==> src/inc/can_msg_buffer_consts.vh <==
// Purpose: constants for the CAN message buffer and receive FIFO block
// Assumes: word-aligned Wishbone registers, byte address = 4 * index
// Notes: identifier byte indices 0..3 are the printed offsets
`ifndef CAN_MSG_BUFFER_CONSTS_VH
`define CAN_MSG_BUFFER_CONSTS_VH

// register indices
`define IDX_IDENT_BYTE_0 4'h0
`define IDX_IDENT_BYTE_1 4'h1
`define IDX_IDENT_BYTE_2 4'h2
`define IDX_IDENT_BYTE_3 4'h3
`define IDX_TX_IDENT_BASE 4'h4
`define IDX_RX_FLAG_REG 4'h8
`define IDX_CONTROL_REG_ONE 4'h9
`define IDX_TX_FLAG_REG 4'ha
`define IDX_TX_BUFFER_SELECT_REG 4'hb

// rx_flag_reg fields
`define RXF_BIT 0
`define OVR_BIT 1
`define HIT_LSB 4
`define HIT_MSB 6

// control_reg_one fields
`define LOOPBACK_BIT 0
`define RX_IE_BIT 1
`define OVR_IE_BIT 2
`define CONTROL_RESET 3'h0

// identifier byte 1 fields, except EXT_RTR_BIT which is in byte 3
`define IDE_BIT 3
`define STD_RTR_BIT 4
`define EXT_RTR_BIT 0

// defaults
`define RX_FIFO_DEPTH 5
`define TX_BUFFERS 3

`endif

==> src/rtl/can_msg_buffer_rx_fifo.v <==
// Purpose: CAN message buffers, background-to-foreground receive FIFO
// Assumes: protocol engine drives frame byte strobes and frame end status
// Notes: Wishbone classic slave, one wait state, 8-bit data in low lanes
//
// The Wishbone slave port was chosen for this implementation.
`include "can_msg_buffer_consts.vh"
`timescale 1ns/1ps
`default_nettype none

module can_msg_buffer_rx_fifo #(
    parameter DEPTH = `RX_FIFO_DEPTH,
    parameter PW = 3,
    parameter NTX = `TX_BUFFERS
) (
    // clock and reset
    input wire clk_i,
    input wire rst_i,
    // wishbone slave
    input wire cyc_i,
    input wire stb_i,
    input wire we_i,
    input wire [5:2] adr_i,
    input wire [3:0] sel_i,
    input wire [31:0] dat_i,
    output reg [31:0] dat_o,
    output reg ack_o,
    // receive side of protocol engine
    input wire frm_byte_valid_i,
    input wire [1:0] frm_byte_idx_i,
    input wire [7:0] frm_byte_i,
    input wire frm_done_i,
    input wire frm_ok_i,
    input wire [7:0] filter_match_i,
    // transmit side of protocol engine
    input wire tx_start_i,
    input wire arb_lost_i,
    input wire [NTX-1:0] tx_done_i,
    input wire [1:0] tx_idx_i,
    output reg [31:0] tx_ident_o,
    output reg tx_ide_o,
    output reg tx_rtr_o,
    output reg rx_ack_en_o,
    // interrupt requests
    output reg rx_irq_o,
    output reg ovr_irq_o
);

    localparam [PW:0] DEPTH_C = DEPTH;
    localparam [PW-1:0] LAST_C = DEPTH - 1;

    reg [31:0] bg_q;
    reg [34:0] fifo_mem [0:DEPTH-1];
    reg [31:0] tx_mem [0:NTX-1];
    reg [PW-1:0] wr_ptr_q;
    reg [PW-1:0] rd_ptr_q;
    reg [PW:0] count_q;
    reg ovr_q;
    reg [2:0] ctrl_q;
    reg [NTX-1:0] tx_empty_q;
    reg [NTX-1:0] tx_sel_q;
    reg own_q;
    reg [2:0] hit_d;
    reg [1:0] sel_idx_d;
    reg sel_any_d;
    reg [31:0] rd_d;
    reg [31:0] tx_word_d;
    integer i;
    integer k;

    wire bus_req = cyc_i & stb_i & ~ack_o;
    wire bus_wr = bus_req & we_i & sel_i[0];
    wire rx_full = (count_q != {(PW+1){1'b0}});
    wire loopback = ctrl_q[`LOOPBACK_BIT];
    wire own_blocked = own_q & ~loopback;
    wire fifo_full = (count_q == DEPTH_C);
    wire frame_good = frm_done_i & frm_ok_i & (filter_match_i != 8'h00);
    wire push_try = frame_good & ~own_blocked;
    wire push = push_try & ~fifo_full;
    wire pop = bus_wr & (adr_i == `IDX_RX_FLAG_REG) & dat_i[`RXF_BIT] & rx_full;
    wire [34:0] fg_w = fifo_mem[rd_ptr_q];
    wire tx_ok = sel_any_d & tx_empty_q[sel_idx_d];

    // lowest matching filter wins, lowest selected tx buffer wins
    always @* begin
        hit_d = 3'h0;
        for (i = 7; i >= 0; i = i - 1) begin
            if (filter_match_i[i]) begin
                hit_d = i[2:0];
            end
        end
        sel_idx_d = 2'h0;
        sel_any_d = 1'b0;
        for (i = NTX - 1; i >= 0; i = i - 1) begin
            if (tx_sel_q[i]) begin
                sel_idx_d = i[1:0];
                sel_any_d = 1'b1;
            end
        end
        tx_word_d = tx_mem[sel_idx_d];
    end

    // read data mux
    always @* begin
        rd_d = 32'h0;
        case (adr_i)
            `IDX_IDENT_BYTE_0: begin
                if (rx_full) begin
                    rd_d[7:0] = fg_w[31:24];
                end
            end
            `IDX_IDENT_BYTE_1: begin
                if (rx_full) begin
                    rd_d[7:0] = fg_w[23:16];
                end
            end
            `IDX_IDENT_BYTE_2: begin
                if (rx_full) begin
                    rd_d[7:0] = fg_w[15:8];
                end
            end
            `IDX_IDENT_BYTE_3: begin
                if (rx_full) begin
                    rd_d[7:0] = fg_w[7:0];
                end
            end
            4'h4, 4'h5, 4'h6, 4'h7: begin
                if (tx_ok) begin
                    rd_d[7:0] = tx_word_d[8*(3-adr_i[3:2]) +: 8];
                end
            end
            `IDX_RX_FLAG_REG: begin
                rd_d[`RXF_BIT] = rx_full;
                rd_d[`OVR_BIT] = ovr_q;
                rd_d[`HIT_MSB:`HIT_LSB] = rx_full ? fg_w[34:32] : 3'h0;
            end
            `IDX_CONTROL_REG_ONE: begin
                rd_d[2:0] = ctrl_q;
            end
            `IDX_TX_FLAG_REG: begin
                rd_d[NTX-1:0] = tx_empty_q;
            end
            `IDX_TX_BUFFER_SELECT_REG: begin
                rd_d[NTX-1:0] = tx_sel_q;
            end
            default: begin
                rd_d = 32'h0;
            end
        endcase
    end

    // bus answer, one cycle after the request
    always @(posedge clk_i) begin
        if (rst_i) begin
            ack_o <= 1'b0;
            dat_o <= 32'h0;
        end else begin
            ack_o <= bus_req;
            dat_o <= bus_req ? rd_d : 32'h0;
        end
    end

    // background buffer and storage arrays, never reset
    always @(posedge clk_i) begin
        if (frm_byte_valid_i) begin
            bg_q[8*(3-frm_byte_idx_i) +: 8] <= frm_byte_i;
        end
        if (push) begin
            fifo_mem[wr_ptr_q] <= {hit_d, bg_q};
        end
        if (bus_wr && adr_i[5:4] == 2'b01 && tx_ok) begin
            tx_mem[sel_idx_d][8*(3-adr_i[3:2]) +: 8] <= dat_i[7:0];
        end
        // rx byte indices 0..3 have no write path
    end

    // fifo pointers, flags and control
    always @(posedge clk_i) begin
        if (rst_i) begin
            wr_ptr_q <= {PW{1'b0}};
            rd_ptr_q <= {PW{1'b0}};
            count_q <= {(PW+1){1'b0}};
            ovr_q <= 1'b0;
            ctrl_q <= `CONTROL_RESET;
            tx_empty_q <= {NTX{1'b1}};
            tx_sel_q <= {NTX{1'b0}};
            own_q <= 1'b0;
        end else begin
            if (push) begin
                wr_ptr_q <= (wr_ptr_q == LAST_C) ? {PW{1'b0}} : wr_ptr_q + 1'b1;
            end
            if (pop) begin
                rd_ptr_q <= (rd_ptr_q == LAST_C) ? {PW{1'b0}} : rd_ptr_q + 1'b1;
            end
            if (push & ~pop) begin
                count_q <= count_q + 1'b1;
            end else if (pop & ~push) begin
                count_q <= count_q - 1'b1;
            end
            if (push_try & fifo_full) begin
                ovr_q <= 1'b1;
            end else if (bus_wr && adr_i == `IDX_RX_FLAG_REG && dat_i[`OVR_BIT]) begin
                ovr_q <= 1'b0;
            end
            if (bus_wr && adr_i == `IDX_CONTROL_REG_ONE) begin
                ctrl_q <= dat_i[2:0];
            end
            if (bus_wr && adr_i == `IDX_TX_BUFFER_SELECT_REG) begin
                tx_sel_q <= dat_i[NTX-1:0];
            end
            // software writes one to hand a buffer over, completion sets it back
            for (k = 0; k < NTX; k = k + 1) begin
                if (tx_done_i[k]) begin
                    tx_empty_q[k] <= 1'b1;
                end else if (bus_wr && adr_i == `IDX_TX_FLAG_REG && dat_i[k]) begin
                    tx_empty_q[k] <= 1'b0;
                end
            end
            if (arb_lost_i | frm_done_i) begin
                own_q <= 1'b0;
            end else if (tx_start_i) begin
                own_q <= 1'b1;
            end
        end
    end

    // engine-facing and interrupt outputs
    always @(posedge clk_i) begin
        if (rst_i) begin
            tx_ident_o <= 32'h0;
            tx_ide_o <= 1'b0;
            tx_rtr_o <= 1'b0;
            rx_ack_en_o <= 1'b1;
            rx_irq_o <= 1'b0;
            ovr_irq_o <= 1'b0;
        end else begin
            tx_ident_o <= tx_mem[tx_idx_i];
            tx_ide_o <= tx_mem[tx_idx_i][16+`IDE_BIT];
            tx_rtr_o <= tx_mem[tx_idx_i][16+`IDE_BIT] ?
                tx_mem[tx_idx_i][`EXT_RTR_BIT] : tx_mem[tx_idx_i][16+`STD_RTR_BIT];
            rx_ack_en_o <= ~((own_q | tx_start_i) & ~loopback & ~arb_lost_i);
            rx_irq_o <= rx_full & ctrl_q[`RX_IE_BIT];
            ovr_irq_o <= ovr_q & ctrl_q[`OVR_IE_BIT];
        end
    end

endmodule

`default_nettype wire

==> config.mk <==
export PLATFORM = sky130hd
export DESIGN_NAME = can_msg_buffer_rx_fifo
export DESIGN_NICKNAME = d
export VERILOG_FILES = /design/src/rtl/can_msg_buffer_rx_fifo.v
export VERILOG_INCLUDE_DIRS = /design/src /design/src/inc
export SDC_FILE = /design/constraint.sdc
export NUM_CORES = 1
export LEC_CHECK = 0
export BUFFER_PORTS_ARGS = -buffer_cell sky130_fd_sc_hd__clkbuf_2
export CAP_MARGIN = 20
export CORE_MARGIN = 4
export CORE_UTILIZATION = 50
export DETAILED_ROUTE_END_ITERATION = 10
export HOLD_SLACK_MARGIN = 0.15
export PLACE_DENSITY = 0.69
export SETUP_SLACK_MARGIN = 0.4
export SKIP_LAST_GASP = 1
export SLEW_MARGIN = 20
export SYNTH_ARGS = -nofsm -noshare
export SYNTH_HDL_FRONTEND = slang
export SYNTH_SLANG_ARGS = --single-unit
==> constraint.sdc <==
create_clock -name clk_i -period 4.5 [get_ports clk_i]
set_input_delay 0.225 -clock clk_i [delete_from_list [all_inputs] [get_ports clk_i]]
set_output_delay 0.225 -clock clk_i [all_outputs]
set_load 0.01 [all_outputs]
Yosys cells after proc, flatten, opt, wreduce, memory -nomap -nowiden
Memories as Yosys holds them, arrays and structs flattened. A register that Yosys moved wholly into a read port is not among the register bits. Index checks and enable logic that the tools add are counted.

Bits in registers: 123. Latch bits: 0. Memory bits (writable): 271. Memory bits (read-only): 0. Bits of input ports: 73. Output and inout port bits: 70. Logic and storage cells: 144. Memories kept: 2.

Memory list: fifo_mem (depth 5, bits a word 35, rd ports 1, clocked after memory_dff 1, wr ports 1, line can_msg_buffer_rx_fifo.v:52) `reg [34:0] fifo_mem [0:DEPTH-1];`; tx_mem (depth 3, bits a word 32, rd ports 2, clocked after memory_dff 0, wr ports 1, line can_msg_buffer_rx_fifo.v:53) `reg [31:0] tx_mem [0:NTX-1];`.

$add $sub $neg: 8. Multiply operators: 0. Divide/modulo/power cells: 0. Magnitude comparators: 1. Equality and inequality tests: 15. Shift operators: 5. Muxes and demuxes: 41. Bitwise logic cells: 31. Reduce and logical (&&, ||, !) cells: 21.

Operator list (count): $neg A32 Y34 (2); $shift A8 B34 Y32 const A (2); $shiftx A8 B34 Y32 (2); $mux W8 (5); $mux W3 (13); $shiftx A32 B33 Y8 (1); $bwmux W32 (1); $mux W32 (1); $and A1 B1 Y1 (20); $eq A4 B3 Y1 const B (5); $pmux W2 S9 (1); $pmux W3 S6 (1); $eq A4 B4 Y1 const B (4); $logic_and A1 B1 Y1 (10); $mux W1 (10); $pmux W1 S5 (2); $reduce_or A2 Y1 (5); $not A1 Y1 (9); $eq A4 B2 Y1 const B (2); $mux W4 (2); $pmux W1 S8 (1); $reduce_bool A8 Y1 (1); $add A3 B1 Y3 const B (2); $eq A3 B3 Y1 const B (2); other kinds (13) (18).

Depth between registers and ports, before layout
Depth in word-level cells: 10. Mapped depth: 14. Gate-level depth less buffers: 11.

Least setup slack after synthesis
Ideal clock, no wire load.

Kind: reg-to-reg. From: reg ctrl_q[0]. To: mem fifo_mem[0][0] (enable). Library setup time: 0.471 ns. Data arrival time: 3.617 ns. Data required time: 4.029 ns. Setup slack: 0.412 ns. Stages on the path, launching flop included: 7. Path buffers: 1. Clock period less this slack: 4.088 ns. Cells stage by stage: dfxtp_1 > inv_1 > a221oi_2 > and2_1 > clkbuf_1 > nand2b_1 > nor3_1.

Word-level cells in the longest chain between the ends: 7.

RTL lines: start: declaration (line can_msg_buffer_rx_fifo.v:58) `reg [2:0] ctrl_q;`; start signal: assignment (line can_msg_buffer_rx_fifo.v:183) `` ctrl_q <= `CONTROL_RESET; ``; start signal: assignment (line can_msg_buffer_rx_fifo.v:205) `ctrl_q <= dat_i[2:0];`; $not A1 Y1 (line can_msg_buffer_rx_fifo.v:74) `wire own_blocked = own_q & ~loopback;`; $and A1 B1 Y1 (line can_msg_buffer_rx_fifo.v:74); $not A1 Y1 (line can_msg_buffer_rx_fifo.v:77) `wire push_try = frame_good & ~own_blocked;`; $and A1 B1 Y1 (line can_msg_buffer_rx_fifo.v:77); $and A1 B1 Y1 (line can_msg_buffer_rx_fifo.v:78) `wire push = push_try & ~fifo_full;`; via push (line can_msg_buffer_rx_fifo.v:78); $mux W1 (line can_msg_buffer_rx_fifo.v:167) `if (push) begin`; $mux W1 (implied by the code) (line can_msg_buffer_rx_fifo.v:168) `fifo_mem[wr_ptr_q] <= {hit_d, bg_q};`; end: declaration (line can_msg_buffer_rx_fifo.v:52).

The timed path passes the listed nets, and every way through them passes these cells.

Final worst setup path
From: in adr_i[4] (netlist bit). To: reg count_q[3].

Word-level cells in the longest chain between the ends: 7. Elaborated cells on any way between the ends: 9. Those cells by class: eq/ne (1); mux (1); bitwise (6); reduce/logical (1).

RTL lines: start: declaration (line can_msg_buffer_rx_fifo.v:22) `input wire [5:2] adr_i,`; $eq A4 B4 Y1 *; $and A1 B1 Y1 * (3 in series) (line can_msg_buffer_rx_fifo.v:79) `` wire pop = bus_wr & (adr_i == `IDX_RX_FLAG_REG) & dat_i[`RXF_BIT] & rx_full; ``; $not A1 Y1 (line can_msg_buffer_rx_fifo.v:194) `if (push & ~pop) begin`; $and A1 B1 Y1 (line can_msg_buffer_rx_fifo.v:194); $mux W4 / $reduce_bool A2 Y1 (equally long branches); end signal: assignment (line can_msg_buffer_rx_fifo.v:181) `count_q <= {(PW+1){1'b0}};`; end signal: assignment (line can_msg_buffer_rx_fifo.v:195) `count_q <= count_q + 1'b1;`; end signal: assignment (line can_msg_buffer_rx_fifo.v:197) `count_q <= count_q - 1'b1;`; end: declaration (line can_msg_buffer_rx_fifo.v:56) `reg [PW:0] count_q;`.

Every way passes the cells marked *; elsewhere a longest branch is shown, timed or not. A chain may end at the register's enable or synchronous reset.

==> summary.txt <==
CTS
  – Clk slew on worst S/H paths: approximately 60 ps
  – Clock Latency Late Sink: approximately 530 ps
  – Cts repair resizes: 0
  – Root buffer cell: clkbuf_16
  – Num CTS Buffers: 38
  – CTS H-Tree Depth: 2
  – CTS tree: done
  – Clk sinks: ~370
  – Clock Tree Buf Depth: 3

Detailed routing
  – DR iter-0 viols: 873
  – Wire length per cell: between 20 and 25 microns
  – DRC Markers: 0
  – Antenna-violating nets left: 0
  – Pre-antenna DRT Iters: 6
  – Vias per inst: 5.740
  – Final wirelength: roughly 37 mm
  – Via count: 9724

Layout
  – Fraction of layout cells with a size suffix above 1: 0.1872
  – Area growth from synthesis to layout: 14.18%
  – Ant. Diodes: 0
  – Seq. cell area: approximately 10000 sq um
  – Non-Filler Instances: about 1700
  – Post-layout util: 0.5836
  – Multi-input gate area: around 4800 sq um
  – Fillers: approximately 2400
  – NumNets Final: about 1400

STA
  – Final setup viols: 0
  – Worst slew pin tran: a little over 1000 ps
  – Slew HR: 0.3149
  – Fmax: about 320 MHz
  – Hold Vio Cnt, Final: 0
  – Setup Skew: 15.35 ps
  – RSZ-0062 raised after global routing: no
  – Min Tclk post-route: 3148 ps
  – TNS Setup: 0 ps
  – Max-slew violations: 0
  – Period utilisation layout: 0.6995

Yosys
  – Post-synthesis sequential area ratio: 0.6651
  – Yosys warning count: 0
  – EDFF count, synth: ~300
  – Yosys top cell by area: edfxtp_1
  – Post-synth ARST share: 0
  – Distinct cells, synth: 68
  – Synth Cell Area: about 16000 sq um
  – Post-synth top area share: 0.5774
  – Yosys reg bits: 372
  – Top post-synthesis cells by area: edfxtp_1, dfxtp_1, and2_1, mux2i_1, mux4_2
  – Post-Syn Area per Cell: approximately 14 sq um
  – Most common cell in the netlist: edfxtp_1
  – Post-Synthesis Cells: approximately 1200
  – Main flop type after synthesis: edfxtp_1
  – Top cells by count, synth: edfxtp_1, a21oi_1, and2_1

Critical path
  – WP depth: 13
  – Worst path max stage delay: about 580 ps
  – Kind of critical path: in -> reg
  – WP data required: a little under 5000 ps
  – Critical path, cell by cell: dlygate4sd3_1, clkbuf_2, nand2b_4, nor4_4, nand4_1, ha_1, inv_1, ha_1, a21o_1, a21oi_1, xnor2_1, or3_1, a21oi_1
  – Reg2reg path depth: 5
  – CP Capture Type: flip-flop
  – CP top delay family: simple AND/OR/NAND/NOR gates
  – CP startpoint kind: input pin
  – CP bufs+invs: 3
  – CP Max Fanout: 12
  – Arrival time worst endpoint: approximately 3600 ps
  – Slowest cell on the critical path: dlygate4sd3_1

Power and ir drop
  – PwrDens: 405.3 nW/um^2
  – Max VDD drop: ~0.0003 V
  – Comb pwr share: 0.051
  – Leakage: a little over 0.006 uW
  – Psw: 1567 uW
  – Sw Ratio: 0.2149
  – Clock power frac: 0.427
  – Final total power: approximately 7300 uW
  – Sequential power share: 0.522
  – Internal: 5726 uW

Floorplan
  – I/O pin count: about 140
  – Die height: around 190 microns
  – Core Area: around 31000 sq um
  – Die Width: roughly 190 microns
  – Initial core utilization: 0.5111
  – Cell Rows: 64
  – Die area: roughly 34000 sq um

GRT
  – Most Used Layer, Global Route: met2
  – Met2 usage: 0.3795
  – Vias in the first global route: 9945
  – First-pass GRT wire length: approximately 56 mm
  – Met1 Use GR: 0.2617
  – Total gr overflow: 0
  – Global-route usage over all layers: 0.2123
  – Largest net degree at the start of global routing: 57
  – Routing usage on met3: 0.03146
  – Initial antenna violation count: 2

Status
  – Status: completed

Placed design
  – IO Port Bufs: ~90
  – Dpl cells: approximately 1600
  – GP Congestion: 0.8572
  – Post-DP HPWL: 23.84 mm

Worst hold path
  – Hold path depth: 4
  – Hold Crit Class: in -> reg

Flow run
  – Total of max-cap violations: 0
cells by family (layout without fill, tap and decap cells):
kind of cell / Yosys count / after routing / share of synthesized area
AOI/OAI and AO/OA: 226 / 226 / 0.09100
xor gates and xnor gates: 3 / 3 / 0.001668
adders and majority gates: 20 / 20 / 0.01636
buffers and inverters: 110 / 233 / 0.03764
DFF: 372 / 372 / 0.6651
muxes: 80 / 80 / 0.06829
other: 1 / 24 / 0.0002380
and+or+nand+nor: 340 / 340 / 0.1197
per-stage QoR:
step	cell area (sq um)	hold slack [ps]	setup WS, ps
after floorplan	15840	302.0	411.7
after global placement	16470	406.3	1374
after detailed placement	16470	411.1	1311
after CTS	17990	153.4	1400
after global routing	17990	177.8	1108
final	17990	169.9	1352
tightest hold or removal path: cells and delay by family:
| family | cells | cell delay (ps) |
|---|---|---|
| buffers and inverters | 1 | 200 |
| and+or+nand+nor | 1 | 70 |
| AOI/OAI and AO/OA | 2 | 150 |
path summary, 6_finish.rpt:
check         startpoint         end  slack [ps]
max             adr_i[4]  count_q[3]        1350
min             adr_i[5]    dat_o[2]         170
max reg2reg  tx_sel_q[1]    dat_o[7]        1370
min reg2reg    ctrl_q[1]   ctrl_q[1]         480
power groups by stage:
stage                     Clock, uW  Sequential (uW)  Combinational, uW
final                          3120             3810                369
after global routing           3290             3810                405
after CTS                      3170             3810                368
after detailed placement          0             3880                348
after global placement            0             3880                342
after floorplan                   0             3880                229
metal layers:
| layer | vias up | routed length [microns] |
|---|---|---|
| li1 | 4512 | - |
| met2 | 312 | 19150 |
| met5 | - | 27 |
| met4 | 4 | 1168 |
| met3 | 73 | 1825 |
| met1 | 4823 | 14380 |
placed cells by master, fill, tap and decap left out, types with 10 or more instances in the layout:
master and n:
edfxtp_1 303, a21oi_1 92, clkbuf_2 92, and2_1 83, nor2_1 78, dfxtp_1 67, nand2_1 60, mux2i_1 49
clkbuf_16 39, o21ai_0 31, dlygate4sd3_1 29, inv_1 25, conb_1 24, nand2b_1 21, mux4_2 21, ha_1 19
o22ai_1 18, buf_4 17, or3b_2 15, a211oi_1 14, nand3_1 13, o221ai_1 13, clkinv_2 13, nor2b_1 12
o211ai_1 10, mux2_2 10
sequential cells by signal (all words and copies together), names as in the netlist, named ones only:
register / count
ack_o: 1
bg_q: 32
count_q: 4
ctrl_q: 3
dat_o: 8
fifo_mem: 175
ovr_irq_o: 1
ovr_q: 1
own_q: 1
rd_ptr_q: 3
rx_ack_en_o: 1
rx_irq_o: 1
tx_empty_q: 3
tx_ident_o: 32
tx_mem: 96
tx_rtr_o: 1
tx_sel_q: 3
wr_ptr_q: 3
timing repair:
| item | in CTS | in global routing |
|---|---|---|
| setup buffers | 0 | 0 |
| hold buffers | 29 | 0 |
| hold endpoints to repair | 79 | 0 |
area by class of cell:
cell class | count | area share
Inverter | 25 | 0.005216
Multi-Input combinational cell | 693 | 0.2663
Clock buffer | 41 | 0.05466
Timing Repair Buffer | 139 | 0.04993
Sequential cell | 372 | 0.5826
Tap cell | 396 | 0.02754
Clock inverter | 28 | 0.01377
No activity file was read; power rests on OpenSTA's default activity.
